$ cat config.mk
export PLATFORM = sky130hd
export DESIGN_NAME = iop_ctrl
export DESIGN_NICKNAME = d
export VERILOG_FILES = /design/src/core/iop_pkg.sv /design/src/core/iop_sync_deb.sv /design/src/core/iop_ctrl.sv
export SDC_FILE = /design/constraint.sdc
export NUM_CORES = 1
export LEC_CHECK = 0
export BUFFER_PORTS_ARGS = -buffer_cell sky130_fd_sc_hd__buf_2
export CELL_PAD_IN_SITES_DETAIL_PLACEMENT = 2
export CELL_PAD_IN_SITES_GLOBAL_PLACEMENT = 2
export CORE_UTILIZATION = 30
export CTS_BUF_LIST = sky130_fd_sc_hd__clkbuf_8 sky130_fd_sc_hd__clkbuf_16
export DETAILED_ROUTE_END_ITERATION = 10
export GPL_ROUTABILITY_DRIVEN = 0
export PLACE_DENSITY_LB_ADDON = 0.25
export SLEW_MARGIN = 15
export SYNTH_ARGS = -nofsm -noshare
export SYNTH_HDL_FRONTEND = slang
export SYNTH_SLANG_ARGS = --single-unit
$ cat constraint.sdc
create_clock -name clk_i -period 4.9 [get_ports clk_i]
set_clock_uncertainty 0.05 [all_clocks]
set_input_delay 0.49 -clock clk_i [delete_from_list [all_inputs] [get_ports clk_i]]
set_output_delay 0.49 -clock clk_i [all_outputs]
set_load 0.01 [all_outputs]
$ cat src/core/iop_pkg.sv
// shared constants, register map and carrier types for the ionizer control
// assumes a single 125 MHz controller clock and a synchronous reset
package iop_pkg;

  // clock and time base
  localparam int unsigned CLK_HZ       = 125_000_000;
  localparam int unsigned DEB_MS       = 10;
  localparam int unsigned DEB_CYC      = CLK_HZ / 1000 * DEB_MS;
  localparam int unsigned SEC_CYC      = CLK_HZ;

  // times in their own units
  localparam int unsigned HOT_RESUME_MIN = 30;
  localparam int unsigned RETRY_MIN      = 30;
  localparam int unsigned OK_CLEAR_MIN   = 10;
  localparam int unsigned CHECK_HOLD_S   = 15;
  localparam int unsigned HOT_RESUME_S   = HOT_RESUME_MIN * 60;
  localparam int unsigned RETRY_S        = RETRY_MIN * 60;
  localparam int unsigned OK_CLEAR_S     = OK_CLEAR_MIN * 60;

  // limits
  localparam logic [7:0] TEMP_HOT_C    = 8'h28;
  localparam logic [4:0] DIS_LIMIT     = 5'h18;

  // wishbone register map (byte addresses)
  localparam logic [7:0] REG_CTRL      = 8'h00;
  localparam logic [7:0] REG_STATUS    = 8'h04;

  // control register fields
  localparam int unsigned CTRL_PAT_EN  = 0;
  localparam int unsigned CTRL_UL_LSB  = 8;
  localparam int unsigned CTRL_CL_LSB  = 16;
  localparam logic [31:0] CTRL_RESET   = 32'h003c_3c01;

  // status register fields
  localparam int unsigned ST_MODE_LSB  = 0;
  localparam int unsigned ST_CHECK     = 2;
  localparam int unsigned ST_HV        = 3;
  localparam int unsigned ST_DIS_ERR   = 4;
  localparam int unsigned ST_BRK_ERR   = 5;
  localparam int unsigned ST_CONN_OPEN = 6;
  localparam int unsigned ST_HOT       = 7;
  localparam int unsigned ST_CNT_LSB   = 8;

  typedef enum logic [1:0] {
    IOP_OFF  = 2'b00,
    IOP_SOLO = 2'b01,
    IOP_COMB = 2'b11
  } iop_state_t;

  // synchronous one-cycle events, except ion_btn which is a raw level
  typedef struct packed {
    logic ion_btn;
    logic pwr_stop;
    logic aqm_btn;
    logic man_pwr;
    logic off_tmr;
    logic on_tmr;
  } iop_evt_t;

  typedef struct packed {
    logic       ion_on;
    logic       solo_limits;
    logic       hv_en;
    logic       ion_led;
    logic       ion_blink;
    logic       tmr_blink;
    logic       fan_step_cool_low;
    logic       check;
    logic       beep_short;
    logic       beep_long;
    logic       resume_prev;
    iop_state_t saved_mode;
  } iop_out_t;

endpackage : iop_pkg

$ cat src/core/iop_sync_deb.sv
// two-flop synchroniser followed by a stable-time debounce
// assumes the raw input may change at any time relative to clk_i
`timescale 1ns/100ps
module iop_sync_deb #(
  parameter int unsigned DEB_CYC = 1_250_000,
  parameter logic        INIT    = 1'b0
) (
  input  wire logic clk_i,
  input  wire logic rst_i,
  input  wire logic raw_i,
  output logic      level_o
);
  import iop_pkg::*;

  logic        meta_ff;
  logic        sync_ff;
  logic [31:0] cnt_ff;

  always_ff @(posedge clk_i) begin
    if (rst_i) begin
      meta_ff <= INIT;
      sync_ff <= INIT;
    end else begin
      meta_ff <= raw_i;
      sync_ff <= meta_ff;
    end
  end

  // level moves only after it has held a full debounce window
  always_ff @(posedge clk_i) begin
    if (rst_i) begin
      cnt_ff  <= 32'h0000_0000;
      level_o <= INIT;
    end else if (sync_ff == level_o) begin
      cnt_ff <= 32'h0000_0000;
    end else if (cnt_ff == DEB_CYC - 1) begin
      cnt_ff  <= 32'h0000_0000;
      level_o <= sync_ff;
    end else begin
      cnt_ff <= cnt_ff + 32'h0000_0001;
    end
  end
endmodule : iop_sync_deb

$ cat src/core/iop_ctrl.sv
// negative-ion purifier control: mode, pause, error detection, wishbone regs
// assumes event inputs other than ion_btn are synchronous one-cycle pulses; the mode restore
// value comes from non-volatile storage and is valid when reset releases
//
// Our own choices: the address map and the Wishbone interface to the registers.
`timescale 1ns/100ps
// How it works
// - button starts combined or stand-alone operation
// - power stop, rebutton, monitor, off timer end
// - stopped fan pauses output until it runs; check mode keeps output on regardless
// - hot intake pauses, thirty cool minutes resume; check mode keeps output on regardless
// - stand-alone: auto fan only, no powerful
// - auto fan alternates upper low, cool low
// - stand-alone: auto swing only, requests ignored
// - on timer resumes without ionizer; off stops
// - indicator lights whenever ionizer operation begins
// - short beeps, long beep stand-alone to stop
// - power return restores previous ionizer operation
// - user switch-off forgets ionizer state
// - fifteen second hold enters check mode
// - open connector blinks indicator during operation
// - low feedback records discharge, removes power
// - retry supply every thirty minutes
// - blink after 24 discharges, check immediate
// - counter clears after ten good minutes
// - stop, manual, timer, stand-alone button stop, reset clear error
// - high feedback while stopped flags breakdown
// - low feedback in operation clears breakdown
module iop_ctrl #(
  parameter int unsigned SEC_CYC = iop_pkg::SEC_CYC,
  parameter int unsigned DEB_CYC = iop_pkg::DEB_CYC
) (
  input  wire logic              clk_i,
  input  wire logic              rst_i,
  input  wire logic              wb_cyc_i,
  input  wire logic              wb_stb_i,
  input  wire logic              wb_we_i,
  input  wire logic [7:0]        wb_adr_i,
  input  wire logic [3:0]        wb_sel_i,
  input  wire logic [31:0]       wb_dat_i,
  output logic      [31:0]       wb_dat_o,
  output logic                   wb_ack_o,
  input  wire iop_pkg::iop_evt_t evt_i,
  input  wire logic              unit_run_i,
  input  wire logic              aqm_active_i,
  input  wire logic              fan_run_i,
  input  wire logic [7:0]        intake_temp_i,
  input  wire logic              fb_raw_i,
  input  wire logic              conn_raw_i,
  input  wire iop_pkg::iop_state_t saved_mode_i,
  output iop_pkg::iop_out_t      out_o
);
  import iop_pkg::*;

  iop_state_t  state_ff;
  iop_state_t  nxt_state;
  logic        check_ff;
  logic        nxt_check;
  logic        restored_ff;
  logic        btn_db;
  logic        fb_db;
  logic        conn_db;
  logic        btn_prev_ff;
  logic        release_w;
  logic [4:0]  hold_sec_ff;
  logic [26:0] tick_cnt_ff;
  logic        tick_ff;
  logic        hot_ff;
  logic [10:0] cool_sec_ff;
  logic        hv_en_ff;
  logic        nxt_hv_en;
  logic        settled_ff;
  logic        armed_ff;
  logic        off_arm_ff;
  logic        off_ok_ff;
  logic        dis_evt;
  logic        dis_wait_ff;
  logic [10:0] retry_sec_ff;
  logic [4:0]  dis_cnt_ff;
  logic [9:0]  ok_sec_ff;
  logic        dis_err_ff;
  logic        brk_err_ff;
  logic        err_clr;
  logic        beep_s;
  logic        beep_l;
  logic        resume_prev;
  logic [31:0] ctrl_ff;
  logic [7:0]  pat_sec_ff;
  logic        pat_cool_ff;
  logic [7:0]  pat_lim;
  logic        ion_on;
  logic        wb_req;

  // button, feedback and connector are asynchronous to the controller
  iop_sync_deb #(.DEB_CYC(DEB_CYC), .INIT(1'b0)) u_btn (
    .clk_i  (clk_i),
    .rst_i  (rst_i),
    .raw_i  (evt_i.ion_btn),
    .level_o(btn_db)
  );
  iop_sync_deb #(.DEB_CYC(DEB_CYC), .INIT(1'b0)) u_fb (
    .clk_i  (clk_i),
    .rst_i  (rst_i),
    .raw_i  (fb_raw_i),
    .level_o(fb_db)
  );
  iop_sync_deb #(.DEB_CYC(DEB_CYC), .INIT(1'b1)) u_conn (
    .clk_i  (clk_i),
    .rst_i  (rst_i),
    .raw_i  (conn_raw_i),
    .level_o(conn_db)
  );

  assign ion_on    = (state_ff != IOP_OFF);
  assign release_w = btn_prev_ff & ~btn_db;

  // single second tick shared by every long timer
  always_ff @(posedge clk_i) begin
    if (rst_i) begin
      tick_cnt_ff <= 27'h000_0000;
      tick_ff     <= 1'b0;
    end else if (tick_cnt_ff == 27'(SEC_CYC - 1)) begin
      tick_cnt_ff <= 27'h000_0000;
      tick_ff     <= 1'b1;
    end else begin
      tick_cnt_ff <= tick_cnt_ff + 27'h000_0001;
      tick_ff     <= 1'b0;
    end
  end

  // held time measured in seconds, saturating at the check threshold
  always_ff @(posedge clk_i) begin
    if (rst_i) begin
      btn_prev_ff <= 1'b0;
      hold_sec_ff <= 5'h00;
    end else begin
      btn_prev_ff <= btn_db;
      if (!btn_db) begin
        hold_sec_ff <= 5'h00;
      end else if (tick_ff && hold_sec_ff < 5'(CHECK_HOLD_S)) begin
        hold_sec_ff <= hold_sec_ff + 5'h01;
      end
    end
  end

  // mode decisions; acting on release lets a long hold mean check mode
  always_comb begin
    nxt_state   = state_ff;
    nxt_check   = check_ff;
    beep_s      = 1'b0;
    beep_l      = 1'b0;
    err_clr     = 1'b0;
    resume_prev = 1'b0;
    if (!restored_ff) begin
      unique case (saved_mode_i)
        IOP_SOLO: nxt_state = IOP_SOLO;
        IOP_COMB: nxt_state = IOP_COMB;
        default:  nxt_state = IOP_OFF;
      endcase
    end else if (evt_i.off_tmr || evt_i.pwr_stop || evt_i.man_pwr) begin
      nxt_state = IOP_OFF;
      err_clr   = 1'b1;
      beep_l    = (state_ff == IOP_SOLO);
    end else if (evt_i.aqm_btn) begin
      nxt_state = IOP_OFF;
    end else if (release_w) begin
      if (ion_on && hold_sec_ff >= 5'(CHECK_HOLD_S)) begin
        nxt_check = 1'b1;
      end else begin
        unique case (state_ff)
          IOP_OFF: begin
            nxt_state = unit_run_i ? IOP_COMB : IOP_SOLO;
            beep_s    = 1'b1;
          end
          IOP_SOLO: begin
            nxt_state = IOP_OFF;
            beep_l    = 1'b1;
            err_clr   = 1'b1;
          end
          IOP_COMB: begin
            nxt_state = IOP_OFF;
            beep_s    = 1'b1;
          end
          default: nxt_state = IOP_OFF;
        endcase
      end
    end else if (state_ff == IOP_COMB && !unit_run_i) begin
      nxt_state = IOP_OFF;
    end else if (evt_i.on_tmr && !ion_on && !unit_run_i) begin
      resume_prev = 1'b1;
    end
    if (nxt_state == IOP_OFF) begin
      nxt_check = 1'b0;
    end
  end

  always_ff @(posedge clk_i) begin
    if (rst_i) begin
      state_ff    <= IOP_OFF;
      check_ff    <= 1'b0;
      restored_ff <= 1'b0;
    end else begin
      state_ff    <= nxt_state;
      check_ff    <= nxt_check;
      restored_ff <= 1'b1;
    end
  end

  // hot intake pause with a continuous cool period before resuming
  always_ff @(posedge clk_i) begin
    if (rst_i) begin
      hot_ff      <= 1'b0;
      cool_sec_ff <= 11'h000;
    end else if (intake_temp_i >= TEMP_HOT_C) begin
      hot_ff      <= 1'b1;
      cool_sec_ff <= 11'h000;
    end else if (hot_ff && tick_ff) begin
      if (cool_sec_ff == 11'(HOT_RESUME_S - 1)) begin
        hot_ff      <= 1'b0;
        cool_sec_ff <= 11'h000;
      end else begin
        cool_sec_ff <= cool_sec_ff + 11'h001;
      end
    end
  end

  // feedback is only judged after the supply has been up a full tick
  assign dis_evt = hv_en_ff & settled_ff & ~fb_db & ion_on;
  assign nxt_hv_en = ion_on && conn_db && !dis_wait_ff && !dis_evt
                     && (check_ff || (fan_run_i && !hot_ff));

  always_ff @(posedge clk_i) begin
    if (rst_i) begin
      hv_en_ff   <= 1'b0;
      armed_ff   <= 1'b0;
      settled_ff <= 1'b0;
      off_arm_ff <= 1'b0;
      off_ok_ff  <= 1'b0;
    end else begin
      hv_en_ff   <= nxt_hv_en;
      // two ticks leave the debounced feedback time to follow the supply
      armed_ff   <= hv_en_ff && (armed_ff || tick_ff);
      settled_ff <= hv_en_ff && (settled_ff || (armed_ff && tick_ff));
      off_arm_ff <= !hv_en_ff && (off_arm_ff || tick_ff);
      off_ok_ff  <= !hv_en_ff && (off_ok_ff || (off_arm_ff && tick_ff));
    end
  end

  // supply stays off until the retry interval runs out
  always_ff @(posedge clk_i) begin
    if (rst_i || !ion_on) begin
      dis_wait_ff  <= 1'b0;
      retry_sec_ff <= 11'h000;
    end else if (dis_evt) begin
      dis_wait_ff  <= 1'b1;
      retry_sec_ff <= 11'h000;
    end else if (dis_wait_ff && tick_ff) begin
      if (retry_sec_ff == 11'(RETRY_S - 1)) begin
        dis_wait_ff  <= 1'b0;
        retry_sec_ff <= 11'h000;
      end else begin
        retry_sec_ff <= retry_sec_ff + 11'h001;
      end
    end
  end

  // consecutive discharge count and fault-free time
  always_ff @(posedge clk_i) begin
    if (rst_i || !ion_on) begin
      dis_cnt_ff <= 5'h00;
      ok_sec_ff  <= 10'h000;
    end else if (dis_evt) begin
      ok_sec_ff <= 10'h000;
      if (dis_cnt_ff < DIS_LIMIT) begin
        dis_cnt_ff <= dis_cnt_ff + 5'h01;
      end
    end else if (hv_en_ff && tick_ff) begin
      if (ok_sec_ff == 10'(OK_CLEAR_S - 1)) begin
        ok_sec_ff  <= 10'h000;
        dis_cnt_ff <= 5'h00;
      end else begin
        ok_sec_ff <= ok_sec_ff + 10'h001;
      end
    end
  end

  // a discharge in the same cycle as a clearing command still sets
  always_ff @(posedge clk_i) begin
    if (rst_i) begin
      dis_err_ff <= 1'b0;
    end else if (dis_evt
                 && (check_ff || dis_cnt_ff == DIS_LIMIT - 5'h01)) begin
      dis_err_ff <= 1'b1;
    end else if (err_clr) begin
      dis_err_ff <= 1'b0;
    end
  end

  always_ff @(posedge clk_i) begin
    if (rst_i) begin
      brk_err_ff <= 1'b0;
    end else if (!ion_on && off_ok_ff && fb_db) begin
      brk_err_ff <= 1'b1;
    end else if (ion_on && !fb_db) begin
      brk_err_ff <= 1'b0;
    end
  end

  // auto fan alternation; a zero duration is treated as one second
  assign pat_lim = pat_cool_ff ? ctrl_ff[CTRL_CL_LSB +: 8]
                               : ctrl_ff[CTRL_UL_LSB +: 8];

  always_ff @(posedge clk_i) begin
    if (rst_i || !ion_on || !ctrl_ff[CTRL_PAT_EN]) begin
      pat_sec_ff  <= 8'h00;
      pat_cool_ff <= 1'b0;
    end else if (tick_ff) begin
      if (pat_sec_ff + 8'h01 >= pat_lim) begin
        pat_sec_ff  <= 8'h00;
        pat_cool_ff <= ~pat_cool_ff;
      end else begin
        pat_sec_ff <= pat_sec_ff + 8'h01;
      end
    end
  end

  // registered outputs
  always_ff @(posedge clk_i) begin
    if (rst_i) begin
      out_o <= '0;
    end else begin
      out_o.ion_on            <= ion_on;
      out_o.solo_limits       <= (state_ff == IOP_SOLO);
      out_o.hv_en             <= hv_en_ff;
      out_o.ion_led           <= ion_on;
      out_o.ion_blink         <= dis_err_ff || brk_err_ff
                                 || (!conn_db && (ion_on || aqm_active_i));
      out_o.tmr_blink         <= brk_err_ff;
      out_o.fan_step_cool_low <= pat_cool_ff;
      out_o.check             <= check_ff;
      out_o.beep_short        <= beep_s;
      out_o.beep_long         <= beep_l;
      out_o.resume_prev       <= resume_prev;
      out_o.saved_mode        <= state_ff;
    end
  end

  // wishbone classic slave, ack one cycle after the strobe
  assign wb_req = wb_cyc_i && wb_stb_i && !wb_ack_o;

  always_ff @(posedge clk_i) begin
    if (rst_i) begin
      ctrl_ff <= CTRL_RESET;
    end else if (wb_req && wb_we_i && wb_adr_i == REG_CTRL) begin
      for (int i = 0; i < 4; i++) begin
        if (wb_sel_i[i]) begin
          ctrl_ff[8*i +: 8] <= wb_dat_i[8*i +: 8];
        end
      end
    end
  end

  always_ff @(posedge clk_i) begin
    if (rst_i) begin
      wb_ack_o <= 1'b0;
      wb_dat_o <= 32'h0000_0000;
    end else begin
      wb_ack_o <= wb_req;
      wb_dat_o <= 32'h0000_0000;
      if (wb_req && !wb_we_i) begin
        unique case (wb_adr_i)
          REG_CTRL: wb_dat_o <= ctrl_ff;
          REG_STATUS: begin
            wb_dat_o[ST_MODE_LSB +: 2] <= state_ff;
            wb_dat_o[ST_CHECK]         <= check_ff;
            wb_dat_o[ST_HV]            <= hv_en_ff;
            wb_dat_o[ST_DIS_ERR]       <= dis_err_ff;
            wb_dat_o[ST_BRK_ERR]       <= brk_err_ff;
            wb_dat_o[ST_CONN_OPEN]     <= ~conn_db;
            wb_dat_o[ST_HOT]           <= hot_ff;
            wb_dat_o[ST_CNT_LSB +: 5]  <= dis_cnt_ff;
          end
          default: wb_dat_o <= 32'h0000_0000;
        endcase
      end
    end
  end
endmodule : iop_ctrl

==> impl_metrics.tcl <==
set metrics [dict create \
    result_of_the_run "completed" \
    synth_most_common_cell "sky130_fd_sc_hd__dfxtp_1" \
    clk_latency_ps 540 \
    dp_hpwl_um 23470 \
    dieWidth_um 198.6 \
    core_um2 37840 \
    synth.cells.most_frequent "275 x sky130_fd_sc_hd__dfxtp_1, 247 x sky130_fd_sc_hd__nor2_1, 104 x sky130_fd_sc_hd__xor2_1, 96 x sky130_fd_sc_hd__nand2_1, 61 x sky130_fd_sc_hd__nand3_1" \
    post_synth_instance_area_um2 11600 \
    final.setup.tns_ps 0 \
    post_synthesis_async_set_or_reset_flop_share_pct 0 \
    final_net_count 1481 \
    floorplan.die.height_um 198.6 \
    cts_setup_buffers 0 \
    globalRoute.totalOverflow 0 \
    syn_area_per_cell_um2 9.103 \
    setup.reg_to_reg.worst_slack_ps 2080 \
    clk_pin_slew_worst_paths_ps 60 \
    synth.top_cells.by_area "sky130_fd_sc_hd__dfxtp_1 47%, sky130_fd_sc_hd__nor2_1 8.0%, sky130_fd_sc_hd__xor2_1 7.9%" \
    netlist.area_leader.share_pct 47.47 \
    route.detailed.wl_per_inst_um 17.03 \
    final-setup-viol-count 0 \
    dpl_worst_slack_ps 1655 \
    grt_start_max_net_pins 33 \
    max_slew.worst_pin.slew_ps 1012 \
    pwr_density_cell_nw_per_um2 350.4 \
    crit_family "simple AND/OR/NAND/NOR gates" \
    synth_area_leader_cell "sky130_fd_sc_hd__dfxtp_1" \
    first_global_vias 9996 \
    max-vdd-ir-drop_v 0.0002396 \
    synth.net_count 1366 \
    detailroute.via_count 9384 \
    grt_setup_unrepaired "false" \
    cts_hold_buf 0 \
    layout_min_cycle_time_ps 2816 \
    cpPeakStageDelay_ps 700 \
    clock_tree.buffer_depth 3 \
    rows 71 \
    timing_max_transition_violations_final 0 \
    clock-root-buffer "sky130_fd_sc_hd__clkbuf_16" \
    grt_first_pass_wirelength_um 52110 \
    timing.critical_path.from_type "flop" \
    report.final.hold_viol_count 0 \
    crit_required_ps 5240 \
    remaining_drc_errors 0 \
    synthDistinctLibCells 55 \
    layout_setup_ws_ps 2084 \
    slew_headroom_pct 31.97 \
    pin_count 116 \
    drt-pass1-iter-count 4 \
    synth_top_flop_cell "sky130_fd_sc_hd__dfxtp_1" \
    io_buffers 112 \
    synth-edff-count 0 \
    criticalPathCategory "reg -> reg" \
    synthCells 1274 \
    dieArea_um2 39450 \
    finalWirelength_um 32790 \
    clock_sink_count 275 \
    tritoncts.num_buffers 34 \
    timing.critical_path.fanout_max 32 \
    tritoncts "yes" \
    synth_sequential_area_ratio_pct 47.47 \
    starting_utilization_of_the_core_area_pct 30.65 \
    post-layout-total-power_mw 4.823 \
    area_growth_syn_to_layout_pct 18.70 \
    final.period_utilization_pct 57.47 \
    drt_first_iter_violations 284 \
    max_freq_ghz 0.3551 \
    ant_nets 0 \
    post_cts.resized_instances 0 \
    number_of_antenna_violations_at_the_first_check_in_global_routing 2 \
    synth_seq_cells 275 \
    max_cap_viol_count 0 \
    layout-drive-gt1-share_pct 13.38 \
    worst_hold_margin_ps 120.0 \
    final_area_um2 13770 \
    detail_route.vias_per_cell 4.875 \
    p_leak_nw 5.275 \
    crit_slowest_cell "sky130_fd_sc_hd__nor4_1" \
    cp-end-kind "flop" \
    cp_num_buf_inv 0 \
    cp_cell_sequence "ha_1 > nand3_1 > nand4b_1 > nor4_1 > or3_2 > nor2_1" \
    yosysWarnings 0 \
    worst_hold_path_type "in -> reg" \
    postPlaceCellArea_um2 12650 \
    worst-endpoint-arrival_ps 3160 \
    htree_levels 2 \
    global_route.usage.total_pct 16.70 \
]
power breakdown:
group          internal [mW]  switching [mW]
combinational         0.0369          0.0596
sequential              2.24         0.00858
clock                   1.48           0.989
total                   3.77            1.06
cell type report:
class	instances	area, um^2
Multi-Input combinational cell	937	5829
Inverter	25	93.84
Clock buffer	42	994.7
Sequential cell	275	5505
Timing Repair Buffer	116	590.6
Tap cell	511	639.4
Fill cell	4285	24080
Antenna cell	1	2.502
Clock inverter	18	110.1
metrics by stage:
stage,utilization (%),std cells
2_1_floorplan,-,1274
3_3_place_gp,33.44,1864
3_5_place_dp,33.44,1864
4_1_cts,36.36,1924
5_1_grt,36.38,1925
6_report,36.38,1925
per-layer routing:
| metal | global-route usage, % | part of all wire (%) |
|---|---|---|
| met2 | 29.23 | 49 |
| met5 | 0 | 0 |
| met4 | 5.271 | 2.3 |
| met1 | 20.54 | 45 |
| met3 | 3.154 | 3.2 |
worst paths after layout:
kind | from | end | cells past startpoint
max | u_conn.cnt_ff[0]$_SDFF_PP0_ | u_conn.cnt_ff[22]$_SDFF_PP0_ | 6
min | conn_raw_i | u_conn.meta_ff$_SDFF_PP1_ | 2
max reg2reg | u_conn.cnt_ff[0]$_SDFF_PP0_ | u_conn.cnt_ff[22]$_SDFF_PP0_ | 6
min reg2reg | u_conn.meta_ff$_SDFF_PP1_ | u_conn.sync_ff$_SDFF_PP1_ | 1
cell usage in the layout, fill, tap and decap left out, drive strengths merged, types with 19 or more instances in the layout:
cell type	count
and2	24
and3	24
and4	19
buf	116
clkbuf	42
dfxtp	275
ha	22
inv	35
mux2i	53
nand2	100
nand3	61
nand4	58
nor2	248
nor3	19
nor4	34
xnor2	55
xor2	104
kinds of logic after synthesis:
| kind of cell | share of synthesized area, % |
|---|---|
| adders and majority gates | 2.373 |
| DFF | 47.47 |
| and+or+nand+nor | 28.46 |
| AOI/OAI and AO/OA | 2.719 |
| xor gates and xnor gates | 12.01 |
| muxes | 4.671 |
| buffers and inverters | 2.298 |
registers in the layout, summed over array words and instances, names as in the netlist, 8 cells and up:
signal,flops
ctrl_ff,32
u_btn.cnt_ff,32
u_conn.cnt_ff,32
u_fb.cnt_ff,32
wb_dat_o,32
tick_cnt_ff,27
out_o,12
cool_sec_ff,11
retry_sec_ff,11
ok_sec_ff,10
pat_sec_ff,8
Power figures use the tool's default switching activity.
